<file path="src/hw/dacs_pkg.sv">
package dacs_pkg;

  localparam int RESULT_BITS = 12;
  localparam int FRAME_BITS = 16;
  localparam int EDGE_BITS = 5;
  localparam int APB_AW = 8;

  // Register byte offsets
  localparam logic [APB_AW-1:0] OFS_CTRL = 8'h00;
  localparam logic [APB_AW-1:0] OFS_STATUS = 8'h04;
  localparam logic [APB_AW-1:0] OFS_COUNT = 8'h08;
  localparam logic [APB_AW-1:0] OFS_LAST_A = 8'h0c;
  localparam logic [APB_AW-1:0] OFS_LAST_B = 8'h10;

  // Field positions and reset values
  localparam int CTRL_EN_BIT = 0;
  localparam logic CTRL_EN_RST = 1'b1;

  // Timing counts, in external clock cycles
  localparam logic [EDGE_BITS-1:0] LAST_EDGE = 5'h0f;
  localparam logic [1:0] RD_DELAY = 2'h3;

  // Least trigger high time, kept by the controller
  localparam int TRIG_MIN_NS = 15;
  localparam int PCLK_NS = 20;
  localparam int TRIG_MIN_CYC = (TRIG_MIN_NS + PCLK_NS - 1) / PCLK_NS;

  typedef enum logic [2:0] {
    DACS_IDLE = 3'b001,
    DACS_CONV = 3'b010,
    DACS_SECOND = 3'b100
  } dacs_state_t;

  typedef struct packed {
    logic trig;
    logic rd_n;
    logic cs_n;
    logic chan_cnt;
    logic out_port;
    logic pair_sel;
    logic adc_clk;
  } dacs_pins_t;

  typedef struct packed {
    logic [RESULT_BITS-1:0] a0;
    logic [RESULT_BITS-1:0] a1;
    logic [RESULT_BITS-1:0] b0;
    logic [RESULT_BITS-1:0] b1;
  } dacs_ain_t;

endpackage : dacs_pkg

</file>
<file path="src/hw/dacs_core.sv">
// Summary of operation
// - Both mode pins low: two-channel mode, pair select picks the input.
// - One conversion takes sixteen external clock cycles.
// - Trigger rise moves both sample-and-hold stages to hold at once.
// - Busy rises at conversion start and stays high through the conversion.
// - With count pin low, first falling clock edge latches pair select as next channel.
// - Chip select low enables serial outputs; high keeps them undriven.
// - A valid serial bit stands at each of the sixteen rising edges.
// - Frame: channel flag, converter flag, twelve result bits, two zeros.
// - Port pin high, count pin low: all data leaves on output A.
// - Single-output mode: output B floats from the next conversion start.
// - Single-output mode takes 32 cycles; every second trigger ignored.
// - Count pin high: channels alternate, pair select ignored.
// - Count pin high, port pin low: both outputs A and B active.
// - Both mode pins high: output A only, B floats, second trigger ignored.
// - Separate read strobe: data valid after third clock following its fall.
// - Trigger rise holds both stages and starts both converters together.
// - Count pin picks fixed-pair or auto-alternating channel operation.
`timescale 1ns/1ps
module dacs_core (
  input wire logic pclk,
  input wire logic presetn,
  input wire logic psel,
  input wire logic penable,
  input wire logic pwrite,
  input wire logic [dacs_pkg::APB_AW-1:0] paddr,
  input wire logic [31:0] pwdata,
  output logic [31:0] prdata,
  output logic pready,
  output logic pslverr,
  input wire dacs_pkg::dacs_pins_t pins,
  input wire dacs_pkg::dacs_ain_t ain,
  output logic busy,
  output logic hold,
  output logic sdo_a,
  output logic sdo_a_oe,
  output logic sdo_b,
  output logic sdo_b_oe
);

  typedef struct packed {
    dacs_pkg::dacs_state_t state;
    logic clk_p;
    logic trig_p;
    logic rd_p;
    logic chan_q;
    logic cur_chan;
    logic hold;
    logic busy;
    logic single;
    logic b_on;
    logic started;
    logic fell_first;
    logic [dacs_pkg::EDGE_BITS-1:0] edges;
    logic [1:0] rd_wait;
    logic [dacs_pkg::FRAME_BITS-1:0] sh_a;
    logic [dacs_pkg::FRAME_BITS-1:0] sh_b;
    logic oe_a;
    logic oe_b;
    logic ctrl_en;
    logic [15:0] conv_cnt;
    logic [dacs_pkg::RESULT_BITS-1:0] last_a;
    logic [dacs_pkg::RESULT_BITS-1:0] last_b;
    logic [31:0] prdata;
    logic pready;
    logic pslverr;
  } dacs_core_st_t;

  localparam dacs_core_st_t ST_RST = '{
    state: dacs_pkg::DACS_IDLE,
    ctrl_en: dacs_pkg::CTRL_EN_RST,
    default: '0
  };

  dacs_pkg::dacs_pins_t sp;
  dacs_core_st_t st_q;
  dacs_core_st_t st_d;
  logic clk_rise;
  logic clk_fall;
  logic trig_rise;
  logic rd_fall;
  logic accept;

  dacs_sync #(
    .WIDTH($bits(dacs_pkg::dacs_pins_t))
  ) u_sync (
    .pclk(pclk),
    .presetn(presetn),
    .din(pins),
    .dout(sp)
  );

  function automatic logic [dacs_pkg::RESULT_BITS-1:0] pick(
    input dacs_pkg::dacs_ain_t v,
    input logic chan,
    input logic conv_b
  );
    if (conv_b) begin
      pick = chan ? v.b1 : v.b0;
    end else begin
      pick = chan ? v.a1 : v.a0;
    end
  endfunction : pick

  function automatic logic [dacs_pkg::FRAME_BITS-1:0] frame(
    input logic chan,
    input logic conv_b,
    input logic [dacs_pkg::RESULT_BITS-1:0] res
  );
    frame = {chan, conv_b, res, 2'b00};
  endfunction : frame

  assign clk_rise = sp.adc_clk & ~st_q.clk_p;
  assign clk_fall = ~sp.adc_clk & st_q.clk_p;
  assign trig_rise = sp.trig & ~st_q.trig_p;
  assign rd_fall = ~sp.rd_n & st_q.rd_p;
  // Triggers outside idle are dropped: busy, or the B frame of single-output mode
  assign accept = trig_rise && st_q.ctrl_en && (st_q.state == dacs_pkg::DACS_IDLE);

  always_comb begin
    logic hit;
    logic [31:0] rd_val;
    hit = 1'b0;
    rd_val = '0;
    st_d = st_q;
    st_d.clk_p = sp.adc_clk;
    st_d.trig_p = sp.trig;
    st_d.rd_p = sp.rd_n;

    case (st_q.state)
      dacs_pkg::DACS_IDLE: begin
        if (accept) begin
          st_d.hold = 1'b1;
          st_d.busy = 1'b1;
          st_d.single = sp.out_port;
          st_d.b_on = ~sp.out_port;
          st_d.started = 1'b1;
          st_d.cur_chan = st_q.chan_q;
          st_d.fell_first = 1'b0;
          st_d.edges = '0;
          st_d.rd_wait = '0;
          // Both converters sample the same channel together
          st_d.sh_a = frame(st_q.chan_q, 1'b0, pick(ain, st_q.chan_q, 1'b0));
          st_d.sh_b = frame(st_q.chan_q, 1'b1, pick(ain, st_q.chan_q, 1'b1));
          st_d.last_a = pick(ain, st_q.chan_q, 1'b0);
          st_d.last_b = pick(ain, st_q.chan_q, 1'b1);
          st_d.conv_cnt = st_q.conv_cnt + 16'h0001;
          st_d.state = dacs_pkg::DACS_CONV;
        end
      end
      dacs_pkg::DACS_CONV: begin
        if (clk_fall) begin
          st_d.sh_a = {st_q.sh_a[dacs_pkg::FRAME_BITS-2:0], 1'b0};
          st_d.sh_b = {st_q.sh_b[dacs_pkg::FRAME_BITS-2:0], 1'b0};
          if (!st_q.fell_first) begin
            st_d.fell_first = 1'b1;
            if (sp.chan_cnt) begin
              st_d.chan_q = ~st_q.cur_chan;
            end else begin
              st_d.chan_q = sp.pair_sel;
            end
          end
        end
        if (clk_rise) begin
          st_d.edges = st_q.edges + 5'h01;
          if (st_q.edges == dacs_pkg::LAST_EDGE) begin
            st_d.busy = 1'b0;
            st_d.hold = 1'b0;
            st_d.edges = '0;
            if (st_q.single) begin
              // B frame is loaded on the next fall, after A's last bit has stood
              st_d.fell_first = 1'b0;
              st_d.state = dacs_pkg::DACS_SECOND;
            end else begin
              st_d.state = dacs_pkg::DACS_IDLE;
            end
          end
        end
      end
      dacs_pkg::DACS_SECOND: begin
        if (clk_fall) begin
          if (!st_q.fell_first) begin
            st_d.fell_first = 1'b1;
            // B result follows on output A as a second frame
            st_d.sh_a = frame(st_q.cur_chan, 1'b1, st_q.last_b);
          end else begin
            st_d.sh_a = {st_q.sh_a[dacs_pkg::FRAME_BITS-2:0], 1'b0};
          end
        end
        if (clk_rise) begin
          st_d.edges = st_q.edges + 5'h01;
          if (st_q.edges == dacs_pkg::LAST_EDGE) begin
            st_d.edges = '0;
            st_d.state = dacs_pkg::DACS_IDLE;
          end
        end
      end
      default: begin
        st_d.state = dacs_pkg::DACS_IDLE;
      end
    endcase

    // A strobe falling in cycle one is the tied trigger and blanks nothing
    if (rd_fall && st_q.state != dacs_pkg::DACS_IDLE && st_q.edges != '0) begin
      st_d.rd_wait = dacs_pkg::RD_DELAY;
    end else if (clk_rise && st_q.rd_wait != '0) begin
      st_d.rd_wait = st_q.rd_wait - 2'h1;
    end

    // Mode I/III keep B; II/IV route all to A
    st_d.oe_a = st_q.started && !sp.cs_n && st_q.ctrl_en && st_q.rd_wait == '0;
    st_d.oe_b = st_d.oe_a && st_q.b_on;

    // APB: one wait state, answer registered for clean outputs
    st_d.pready = 1'b0;
    st_d.pslverr = 1'b0;
    if (paddr == dacs_pkg::OFS_CTRL) begin
      hit = 1'b1;
      rd_val[dacs_pkg::CTRL_EN_BIT] = st_q.ctrl_en;
    end else if (paddr == dacs_pkg::OFS_STATUS) begin
      hit = 1'b1;
      rd_val[11:0] = {st_q.started, st_q.b_on, st_q.single, st_q.chan_q, st_q.cur_chan,
                      st_q.hold, st_q.busy, st_q.state, sp.chan_cnt, sp.out_port};
    end else if (paddr == dacs_pkg::OFS_COUNT) begin
      hit = 1'b1;
      rd_val[15:0] = st_q.conv_cnt;
    end else if (paddr == dacs_pkg::OFS_LAST_A) begin
      hit = 1'b1;
      rd_val[dacs_pkg::RESULT_BITS-1:0] = st_q.last_a;
    end else if (paddr == dacs_pkg::OFS_LAST_B) begin
      hit = 1'b1;
      rd_val[dacs_pkg::RESULT_BITS-1:0] = st_q.last_b;
    end
    if (psel && penable && !st_q.pready) begin
      st_d.pready = 1'b1;
      st_d.pslverr = ~hit;
      st_d.prdata = pwrite ? 32'h0000_0000 : rd_val;
    end
    if (psel && penable && st_q.pready && pwrite && paddr == dacs_pkg::OFS_CTRL) begin
      st_d.ctrl_en = pwdata[dacs_pkg::CTRL_EN_BIT];
    end
  end

  always_ff @(posedge pclk or negedge presetn) begin
    if (!presetn) begin
      st_q <= ST_RST;
    end else begin
      st_q <= st_d;
    end
  end

  assign prdata = st_q.prdata;
  assign pready = st_q.pready;
  assign pslverr = st_q.pslverr;
  assign busy = st_q.busy;
  assign hold = st_q.hold;
  assign sdo_a = st_q.sh_a[dacs_pkg::FRAME_BITS-1];
  assign sdo_b = st_q.sh_b[dacs_pkg::FRAME_BITS-1];
  assign sdo_a_oe = st_q.oe_a;
  assign sdo_b_oe = st_q.oe_b;
endmodule : dacs_core

</file>
<file path="src/hw/dacs_sync.sv">
`timescale 1ns/1ps
module dacs_sync #(
  parameter int WIDTH = 7
) (
  input wire logic pclk,
  input wire logic presetn,
  input wire logic [WIDTH-1:0] din,
  output logic [WIDTH-1:0] dout
);

  typedef struct packed {
    logic [WIDTH-1:0] meta;
    logic [WIDTH-1:0] stable;
  } dacs_sync_st_t;

  dacs_sync_st_t st_q;
  dacs_sync_st_t st_d;

  always_comb begin
    st_d.meta = din;
    st_d.stable = st_q.meta;
  end

  always_ff @(posedge pclk or negedge presetn) begin
    if (!presetn) begin
      st_q <= '0;
    end else begin
      st_q <= st_d;
    end
  end

  assign dout = st_q.stable;

endmodule : dacs_sync

</file>
<file path="config.mk">
export PLATFORM = sky130hd
export DESIGN_NAME = dacs_core
export DESIGN_NICKNAME = d
export VERILOG_FILES = /design/src/hw/dacs_pkg.sv /design/src/hw/dacs_core.sv /design/src/hw/dacs_sync.sv
export SDC_FILE = /design/constraint.sdc
export NUM_CORES = 1
export LEC_CHECK = 0
export BUFFER_PORTS_ARGS = -buffer_cell sky130_fd_sc_hd__buf_2
export CAP_MARGIN = 40
export CORE_ASPECT_RATIO = 1.75
export CORE_MARGIN = 2
export CORE_UTILIZATION = 54
export CTS_CLUSTER_DIAMETER = 100
export DETAILED_ROUTE_END_ITERATION = 10
export GPL_TIMING_DRIVEN = 1
export PLACE_DENSITY_LB_ADDON = 0.1
export SLEW_MARGIN = 20
export SYNTH_ARGS = -nofsm -noshare
export SYNTH_HDL_FRONTEND = slang
export SYNTH_HIERARCHICAL = 1
export SYNTH_SLANG_ARGS = --single-unit
</file>
<file path="constraint.sdc">
create_clock -name pclk -period 2.5 [get_ports pclk]
set_clock_uncertainty 0.2 [all_clocks]
set_input_delay 0.125 -clock pclk [delete_from_list [all_inputs] [get_ports pclk]]
set_output_delay 0.125 -clock pclk [all_outputs]
set_load 0.1 [all_outputs]
</file>
Word level (Yosys, flattened, before mapping)
Index checks and enable logic that the tools add are counted.

storage, ports and cells
  bits in registers = 128
  output and inout port bits = 40
  bits of input ports = 100

operators by class
  equality and inequality tests = 16
  muxes and demuxes = 44
  reductions and logical operators = 33
  bitwise logic cells = 12
  add/subtract/negate cells = 3

operator list
  operator                                       count
  2-to-1 mux 12 bit                              6
  2-to-1 mux 16 bit                              3
  one-hot mux 16 bit (3 select lines)            1
  2-to-1 mux 45 bit                              1
  2-to-1 mux 32 bit                              1
  one-hot mux 16 bit (2 select lines)            1
  2-to-1 mux 3 bit                               6
  one-hot mux 6 bit (3 select lines)             1
  adder 16 x 1 -> 16 bit, second input constant  1
  == test 8 x 4 -> 1 bit, second input constant  2
  2-to-1 mux 15 bit                              1
  logical AND 1 bit                              14
  inequality test 2 bit, second input constant   7
  2-to-1 mux 2 bit                               6
  2-to-1 mux 6 bit                               2
  AND reduction 4 bit                            3
  2-to-1 mux 5 bit                               2
  2-to-1 mux 1 bit                               9
  one-hot mux 3 bit (3 select lines)             1
  nonzero test 3 bit                             3
  == test 8 x 3 -> 1 bit, second input constant  1
  == test 8 x 5 -> 1 bit, second input constant  1
  zero test 8 bit                                1
  2-to-1 mux 4 bit                               2
  17 further kinds                               32

Depth between registers and ports, before layout
Gate-level depths: netlist of run 1.

  depth after elaboration = 8
  mapped depth = 6

By module
Netlist of run 1, hierarchy kept.

modules (own cells, without submodules)
  module     cells each  sequential area each (um^2)  instances  area each (um^2)
  dacs_core  540         2755.1                       1          5655.4
  dacs_sync  14          350.3                        1          350.3

Worst setup path before layout of run 1
No wires, ideal clock.

  kind = register -> register
  from = register st_q, in the netlist pready
  to = register st_q, in the netlist prdata[5]
  period minus slack after synthesis = 2.143 ns
  library setup time = 0.096 ns
  data arrival time = 1.848 ns
  cell stages (with the launch flop) = 6
  required time = 2.204 ns
  slack = 0.357 ns
  cell sequence = dfrtp_1 -> nand3b_1 -> nor2_1 -> nand3_1 -> buf_2 -> o31ai_1

on the way
  word-level cells in the longest chain between the ends = 2

ends and longest elaborated chain
  item                    RTL line          text
  start, declared         dacs_core.sv:76   dacs_core_st_t st_q;
  start signal, assigned  dacs_core.sv:248  st_q <= st_d;
  zero test 1 bit         dacs_core.sv:234  if (psel && penable && !st_q.pready) begin
  logical AND 1 bit       dacs_core.sv:234

Every way passes these cells.
A chain may end at the register's enable or synchronous reset.

Worst setup path after layout of run 1
  from = register st_q[123] (netlist bit)
  to = register st_q[80] (netlist bit)

on the way
  word-level cells in the longest chain between the ends = 3

ends and longest elaborated chain
  item                                 RTL line          text
  2-to-1 mux 12 bit                    dacs_core.sv:99   pick = chan ? v.b1 : v.b0;
  2-to-1 mux 45 bit                    dacs_core.sv:132  if (accept) begin
  one-hot mux 16 bit (2 select lines)  dacs_core.sv:130  case (st_q.state)

Every way passes these cells. The select of a mux whose other input is x is not followed.

==> results.md, run 1 <==
- Pre-CTS WS: 0.396 ns
- Total power: 5.12 mW
- Setup Viol. Count Final: 0
- Slew @ Worst Pin: 0.564 ns
- Synth Warn #: 6
- Critical Path RT: 2.59 ns
- Die W: 83.7 µm
- Vias in the first global route: 4971
- Final Cell Area: 0.00766 mm²
- Initial Util: 54.7%
- Asr flop ratio synth: 100%
- GPL Wtd Cong: 0.902
- Fin. max-slew vios: 0
- Reg clk slew, reported paths: 0.05 ns
- Total Nets Final: 798
- Max FO, Critical Path: 28
- Most used DFF post-synth: dfrtp_1
- Fin crit share: 88.9%
- Max Freq: 450 MHz
- Top-Level Pins: 140
- WL final: 15.0 mm
- Status: completed
- Crit end category: register
- Worst R2R End: st_q[80]$_DFFE_PN0P_
- Gate Count Post-Synth: 554
- DR vias/cell: 5.77
- Root buf cell: clkbuf_16
- TritonCTS clock tree: done
- R2r worst-path depth: 5
- Post-Syn Area per Cell: 10.8 µm²
- Synth Cell Area: 0.00601 mm²
- RSZ-0062 raised after global routing: no
- Hold crit path type: in -> async
- Final Critical Period: 2.22 ns
- Synth cell types: 63
- Insertion delay to the later sink of the worst-skew pair: 0.41 ns
- Initial DRC Count: 217
- Core box area: 0.0110 mm²
- #FFs+latches synth: 124
- Full die area: 0.0120 mm²
- Fin cells: 839
- Diodes inserted: 0
- Router iterations before antenna repair: 4
- Total vias in the final route: 4841
- Final WS setup: 0.278 ns
- Worst-case clock buffer depth: 2
- Peak VDD IR: 0.536 mV
- Largest net degree at the start of global routing: 48
- Top post-synthesis cells by count: 122 x dfrtp_1, 52 x nand2_1, 37 x buf_4, 31 x o21ai_0, 29 x nor2_1
- Crit Path Class: reg -> reg
- DRC viols: 0
- First-pass GRT wire length: 24.8 mm
- Leak: 3.58 nW
- Antenna violations before repair: 0
- WL per Instance: 17.8 µm
- Top cell type's share of synthesized area: 50.8%
- Worst hold slack: 0.0310 ns
- Synth area leaders: dfrtp_1 51%, buf_4 4.6%, mux2i_1 4.2%, nand2_1 3.2%, o21ai_0 2.6%
- Die height: 144 µm
- Setup TNS: 0 ns
- Placed insts: 746
- Post-synth EDFFs: 0
- Max-cap viol count: 0
- Area leader, netlist: dfrtp_1
- Critical path startpoint: st_q[123]$_DFFE_PN0P_
- # clock sinks: 124
- Cell Area, Placed: 0.00643 mm²
- Register area share after synthesis: 51.7%
- Fin. Hold Viols: 0
- R2R setup slack: 0.28 ns
- Startpoint types: register
- Total gr overflow: 0
- FF-to-FF Start: st_q[123]$_DFFE_PN0P_
- CTS H-tree depth: 4
- Pwr dens: 668 mW/mm²
- Detailed Place HPWL: 10.2 mm
- Area grow syn2layout: 27.5%
- Critical Path AT: 2.31 ns
- Gr usage total: 26.2%
- CTS buffer count: 17
- Crit path to: st_q[80]$_DFFE_PN0P_
- Post-route antenna net violation count: 0
- # port buffers: 92
- Count leader, synth: dfrtp_1
- Ratio of cells with drive above 1 in the final layout: 22.9%
- Filler cells: 817
- Slew margin rel.: 62.4%
- Core Rows: 51
- Post-layout util: 69.8%
where the power goes:
group,total [mW],switching [mW],internal [mW]
sequential,2.08,0.0300,2.05
clock,2.59,0.842,1.74
combinational,0.449,0.283,0.167
cell type report:
| cell class | count | area (µm²) | area share, % |
|---|---|---|---|
| clock buffers | 25 | 485 | 6.34 |
| inverters | 10 | 37.5 | 0.490 |
| multi-input cells | 371 | 2500 | 32.7 |
| repair buffers | 170 | 1230 | 16.0 |
| flip-flops and latches | 124 | 3110 | 40.6 |
| clock inverters | 7 | 135 | 1.76 |
| well taps | 132 | 165 | 2.16 |
how the worst min path moves through the flow:
stage            start                    end  cells after the start
2_1_floorplan  presetn       hold$_DFFE_PN0P_                      0
3_3_place_gp   presetn   st_q[61]$_DFFE_PN0P_                      1
3_5_place_dp   presetn   st_q[61]$_DFFE_PN0P_                      1
4_1_cts           psel  prdata[0]$_DFFE_PN0P_                      4
5_1_grt        penable       pready$_DFF_PN0_                      4
6_report       presetn   st_q[61]$_DFFE_PN0P_                      2
placed cells by master, fill, tap and decap left out, types with 7 or more instances in the layout:
cell	instances
a21o_1	7
a21oi_1	20
a221oi_1	14
a22oi_1	11
buf_2	91
buf_4	16
clkbuf_16	17
conb_1	16
dfrtp_1	122
dlygate4sd3_1	61
inv_1	10
mux2i_1	25
nand2_1	52
nand3_1	10
nor2_1	29
nor2b_1	9
o21a_1	9
o21ai_0	31
o221a_2	8
o22a_1	11
o22ai_1	13
o31ai_1	14
xnor2_1	14
metal layers:
| metal | vias to the layer above | global-route usage, % | wire length [µm] | share of wire, % |
|---|---|---|---|---|
| met1 | 2402 | 30.8 | 5840 | 39 |
| met4 | 0 | 9.34 | 353 | 2.4 |
| met5 | - | 0 | 0 | 0 |
| met3 | 22 | 6.03 | 672 | 4.5 |
| met2 | 162 | 46.8 | 8110 | 54 |
| li1 | 2255 | - | - | - |
worst max-delay path, stage by stage, from the launching register on:
cell           delay, ns
dfrtp_1             0.32
buf_4               0.42
mux2i_1             0.25
dlygate4sd3_1       0.57
nor2_1              0.06
a221o_1             0.26
registers in the layout (all words and copies together), names as in the netlist, 7 cells and up:
| register | flops |
|---|---|
| st_q | 87 |
| prdata | 16 |
| u_sync/dout | 7 |
| u_sync/st_d | 7 |
logic make-up (layout without fill, tap and decap cells):
group	after synthesis	count (layout)	share of synthesized area, %
and+or+nand+nor	148	148	13.8
other	1	16	0.0624
AOI/OAI and AO/OA	160	160	19.1
xor gates and xnor gates	17	17	2.60
adders and majority gates	4	4	0.833
DFF	124	124	51.7
muxes	26	26	4.35
buffers and inverters	74	212	7.56
repair_timing:
action / in CTS / in global routing
hold buffers: 61 / 0
setup buffers: 0 / 0
gates resized for setup: 0 / 0
hold endpoints to repair: 154 / 0
setup endpoints to repair: 0 / 0
(Power assumes the default switching activity.)
==> run 2: changes to the inputs <==
==> constraint.sdc (replaced) <==
create_clock -name pclk -period 2.26 [get_ports pclk]
set_clock_uncertainty 0.2 [all_clocks]
set_input_delay 0.113 -clock pclk [delete_from_list [all_inputs] [get_ports pclk]]
set_output_delay 0.113 -clock pclk [all_outputs]
set_load 0.1 [all_outputs]
==> run 2 against run 1 <==
  * Non-clock buffer count unchanged
  * First-iteration DRC count decreased by 0.46%
  * Sequential power increased by 11%
  * Routed wire length decreased by 2.7%
  * Total power increased by 2.4%
  * Register-to-register slack got worse by 0.13 ns
  * Final cell count unchanged
==> results.md, run 2 (synthesized netlist as in run 1, its figures left out) <==
- DRC viols: 0 (unchanged)
- Status: completed
- Insertion delay to the later sink of the worst-skew pair: 0.41 ns (about the same)
- Worst-case clock buffer depth: 2 (unchanged)
- Slew margin rel.: 55.7% (-6.7 points)
- Sw Ratio: 24.1% (+1.5 points)
- Total vias in the final route: 4738 (-2.1%)
- Pwr dens: 691 mW/mm² (+3.5%)
- Pre-CTS WS: 0.179 ns (-0.216 ns)
- Router iterations before antenna repair: 4 (unchanged)
- Commonest cells after routing, fill and taps aside: 120 x dfrtp_1, 90 x buf_2, 61 x dlygate4sd3_1
- Ratio of cells with drive above 1 in the final layout: 23.1% (+0.14 points)
- Fin. max-slew vios: 0 (unchanged)
- Critical Path AT: 2.32 ns (about the same)
- Initial Util: 54.7% (unchanged)
- Core Rows: 51 (unchanged)
- Top-Level Pins: 140 (unchanged)
- WL final: 14.6 mm (-2.7%)
- RSZ-0062 raised after global routing: no
- GPL Wtd Cong: 0.901 (-0.13%)
- Crit path max-delay cell type: dlygate4sd3_1
- CP max stage delay: 0.57 ns (about the same)
- Crit end category: register
- Detailed Place HPWL: 9.89 mm (-3.0%)
- Max-cap viol count: 0 (unchanged)
- TritonCTS clock tree: done
- Setup Viol. Count Final: 0 (unchanged)
- DR vias/cell: 5.65 (-2.1%)
- Core box area: 0.0110 mm² (unchanged)
- Most common cell after layout, fill and taps aside: dfrtp_1
- Sequential share of power: 44.0% (+3.3 points)
- Post-route antenna net violation count: 0 (unchanged)
- Filler cells: 860 (+5.3%)
- Most used cell along the critical path: dlygate4sd3_1
- Slew @ Worst Pin: 0.664 ns (+0.100 ns)
- Area grow syn2layout: 26.2%
- CTS buffer count: 17 (unchanged)
- Pint: 3.98 mW (+0.39%)
- Diodes inserted: 0 (unchanged)
- Total power: 5.24 mW (+2.4%)
- Fin. Hold Viols: 0 (unchanged)
- Antenna violations before repair: 0 (unchanged)
- Total gr overflow: 0 (unchanged)
- Post-CTS setup buffers: 0 (unchanged)
- Fin crit share: 96.9%
- Setup TNS: 0 ns (unchanged)
- Gr usage total: 25.8% (-0.36 points)
- Max FO, Critical Path: 18 (-36%)
- Worst path cell trace: dlygate4sd3_1 -> buf_4 -> or3_1 -> nor2_1 -> nand2_1 -> mux2_1 -> dlygate4sd3_1
- Final Cell Area: 0.00758 mm² (-1.0%)
- Crit Path Class: in -> reg
- Max Freq: 457 MHz
- Worst hold slack: 0.0196 ns (-0.0115 ns)
- # port buffers: 92 (unchanged)
- Critical Path RT: 2.39 ns (-0.20 ns)
- Full die area: 0.0120 mm² (unchanged)
- Reg clk slew, reported paths: 0.05 ns (about the same)
- Initial DRC Count: 216 (-0.46%)
- Total Nets Final: 798 (unchanged)
- Peak VDD IR: 0.576 mV (+7.4%)
- WL per Instance: 17.4 µm (-2.7%)
- Largest net degree at the start of global routing: 125 (+160%)
- First-pass GRT wire length: 24.3 mm (-2.0%)
- Clk pwr share: 46.7% (-3.8 points)
- Leak: 3.53 nW (-1.5%)
- Die height: 144 µm (unchanged)
- Comb pwr share: 9.3% (+0.5 points)
- Biggest register: st_q
- Root buf cell: clkbuf_16
- Vias in the first global route: 4893 (-1.6%)
- Net switching power: 1.26 mW (+9.2%)
- CTS H-tree depth: 4 (unchanged)
- # clock sinks: 124 (unchanged)
- Cell Area, Placed: 0.00643 mm² (unchanged)
- Startpoint types: input port
- Final Critical Period: 2.19 ns
- Max FFs per register: 87 (unchanged)
- Die W: 83.7 µm (unchanged)
- Final WS setup: 0.0707 ns (-0.208 ns)
- Hold crit path type: in -> reg
==> run 2: changes by cell type in the layout (fill, tap and decap cells not counted), sizes merged <==
cell / previous run / this run
bufinv: 4 / 1
clkbuf: 25 / 24
clkinvlp: 0 / 2
clkinv: 3 / 5
==> run 2: worst max-delay path: cells and delay by family <==
| family | cells | cell delay [ns] |
|---|---|---|
| buffers and inverters | 3 | 1.32 |
| multiplexers | 1 | 0.32 |
| AND/OR/NAND/NOR | 3 | 0.57 |
==> run 2: final timing paths <==
path	startpoint	end	slack, ns	cells past startpoint
worst max-delay path	paddr[4]	st_q[74]$_DFFE_PN1P_	0.07	7
worst min-delay path	penable	pready$_DFF_PN0_	0.02	4
worst max register to register	st_q[123]$_DFFE_PN0P_	st_q[89]$_DFFE_PN0P_	0.15	5
worst min register to register	u_sync/st_d[1]$_DFF_PN0_	u_sync/dout[1]$_DFF_PN0_	0.14	0
max in group asynchronous	presetn	st_q[129]$_DFFE_PN0P_	1.23	3
min in group asynchronous	presetn	st_q[61]$_DFFE_PN0P_	0.11	3
==> run 2: final cells by class <==
cell class	count	area, µm²	area share [%]
clock buffer	24	462	6.09
clock inverter	8	70.1	0.925
tap	132	165	2.18
timing repair buffer	170	1230	16.3
multi-input combinational	371	2500	33.0
sequential	124	3110	41.0
inverter	10	37.5	0.495
==> run 2: power groups by stage <==
stage	Clock, mW	Sequential (mW)	Combinational, mW
final	2.45	2.30	0.488
after global routing	2.59	2.31	0.527
after CTS	2.48	2.30	0.484
after detailed placement	0	2.34	0.404
after global placement	0	2.34	0.399
after floorplan	0	2.35	0.267
==> run 2: through the flow <==
step / cells / utilization, %
floorplan: 569 / -
global placement: 746 / 58.5
detailed placement: 746 / 58.5
CTS: 839 / 69.0
global route: 839 / 69.0
finish: 839 / 69.0
==> run 2: routing by layer <==
layer | vias to the layer above | wire, µm | track usage [%]
met1 | 2329 | 5810 | 30.5
met3 | 32 | 553 | 4.48
met2 | 127 | 7770 | 45.4
met4 | 0 | 442 | 12.6
met5 | - | 0 | 0
li1 | 2250 | - | -
==> run 2: repair_timing <==
action	4_1_cts	5_1_grt
hold buffers	61	0
endpoints found under the setup margin	0	6
gates resized for setup	0	5
hold endpoints to repair	178	0
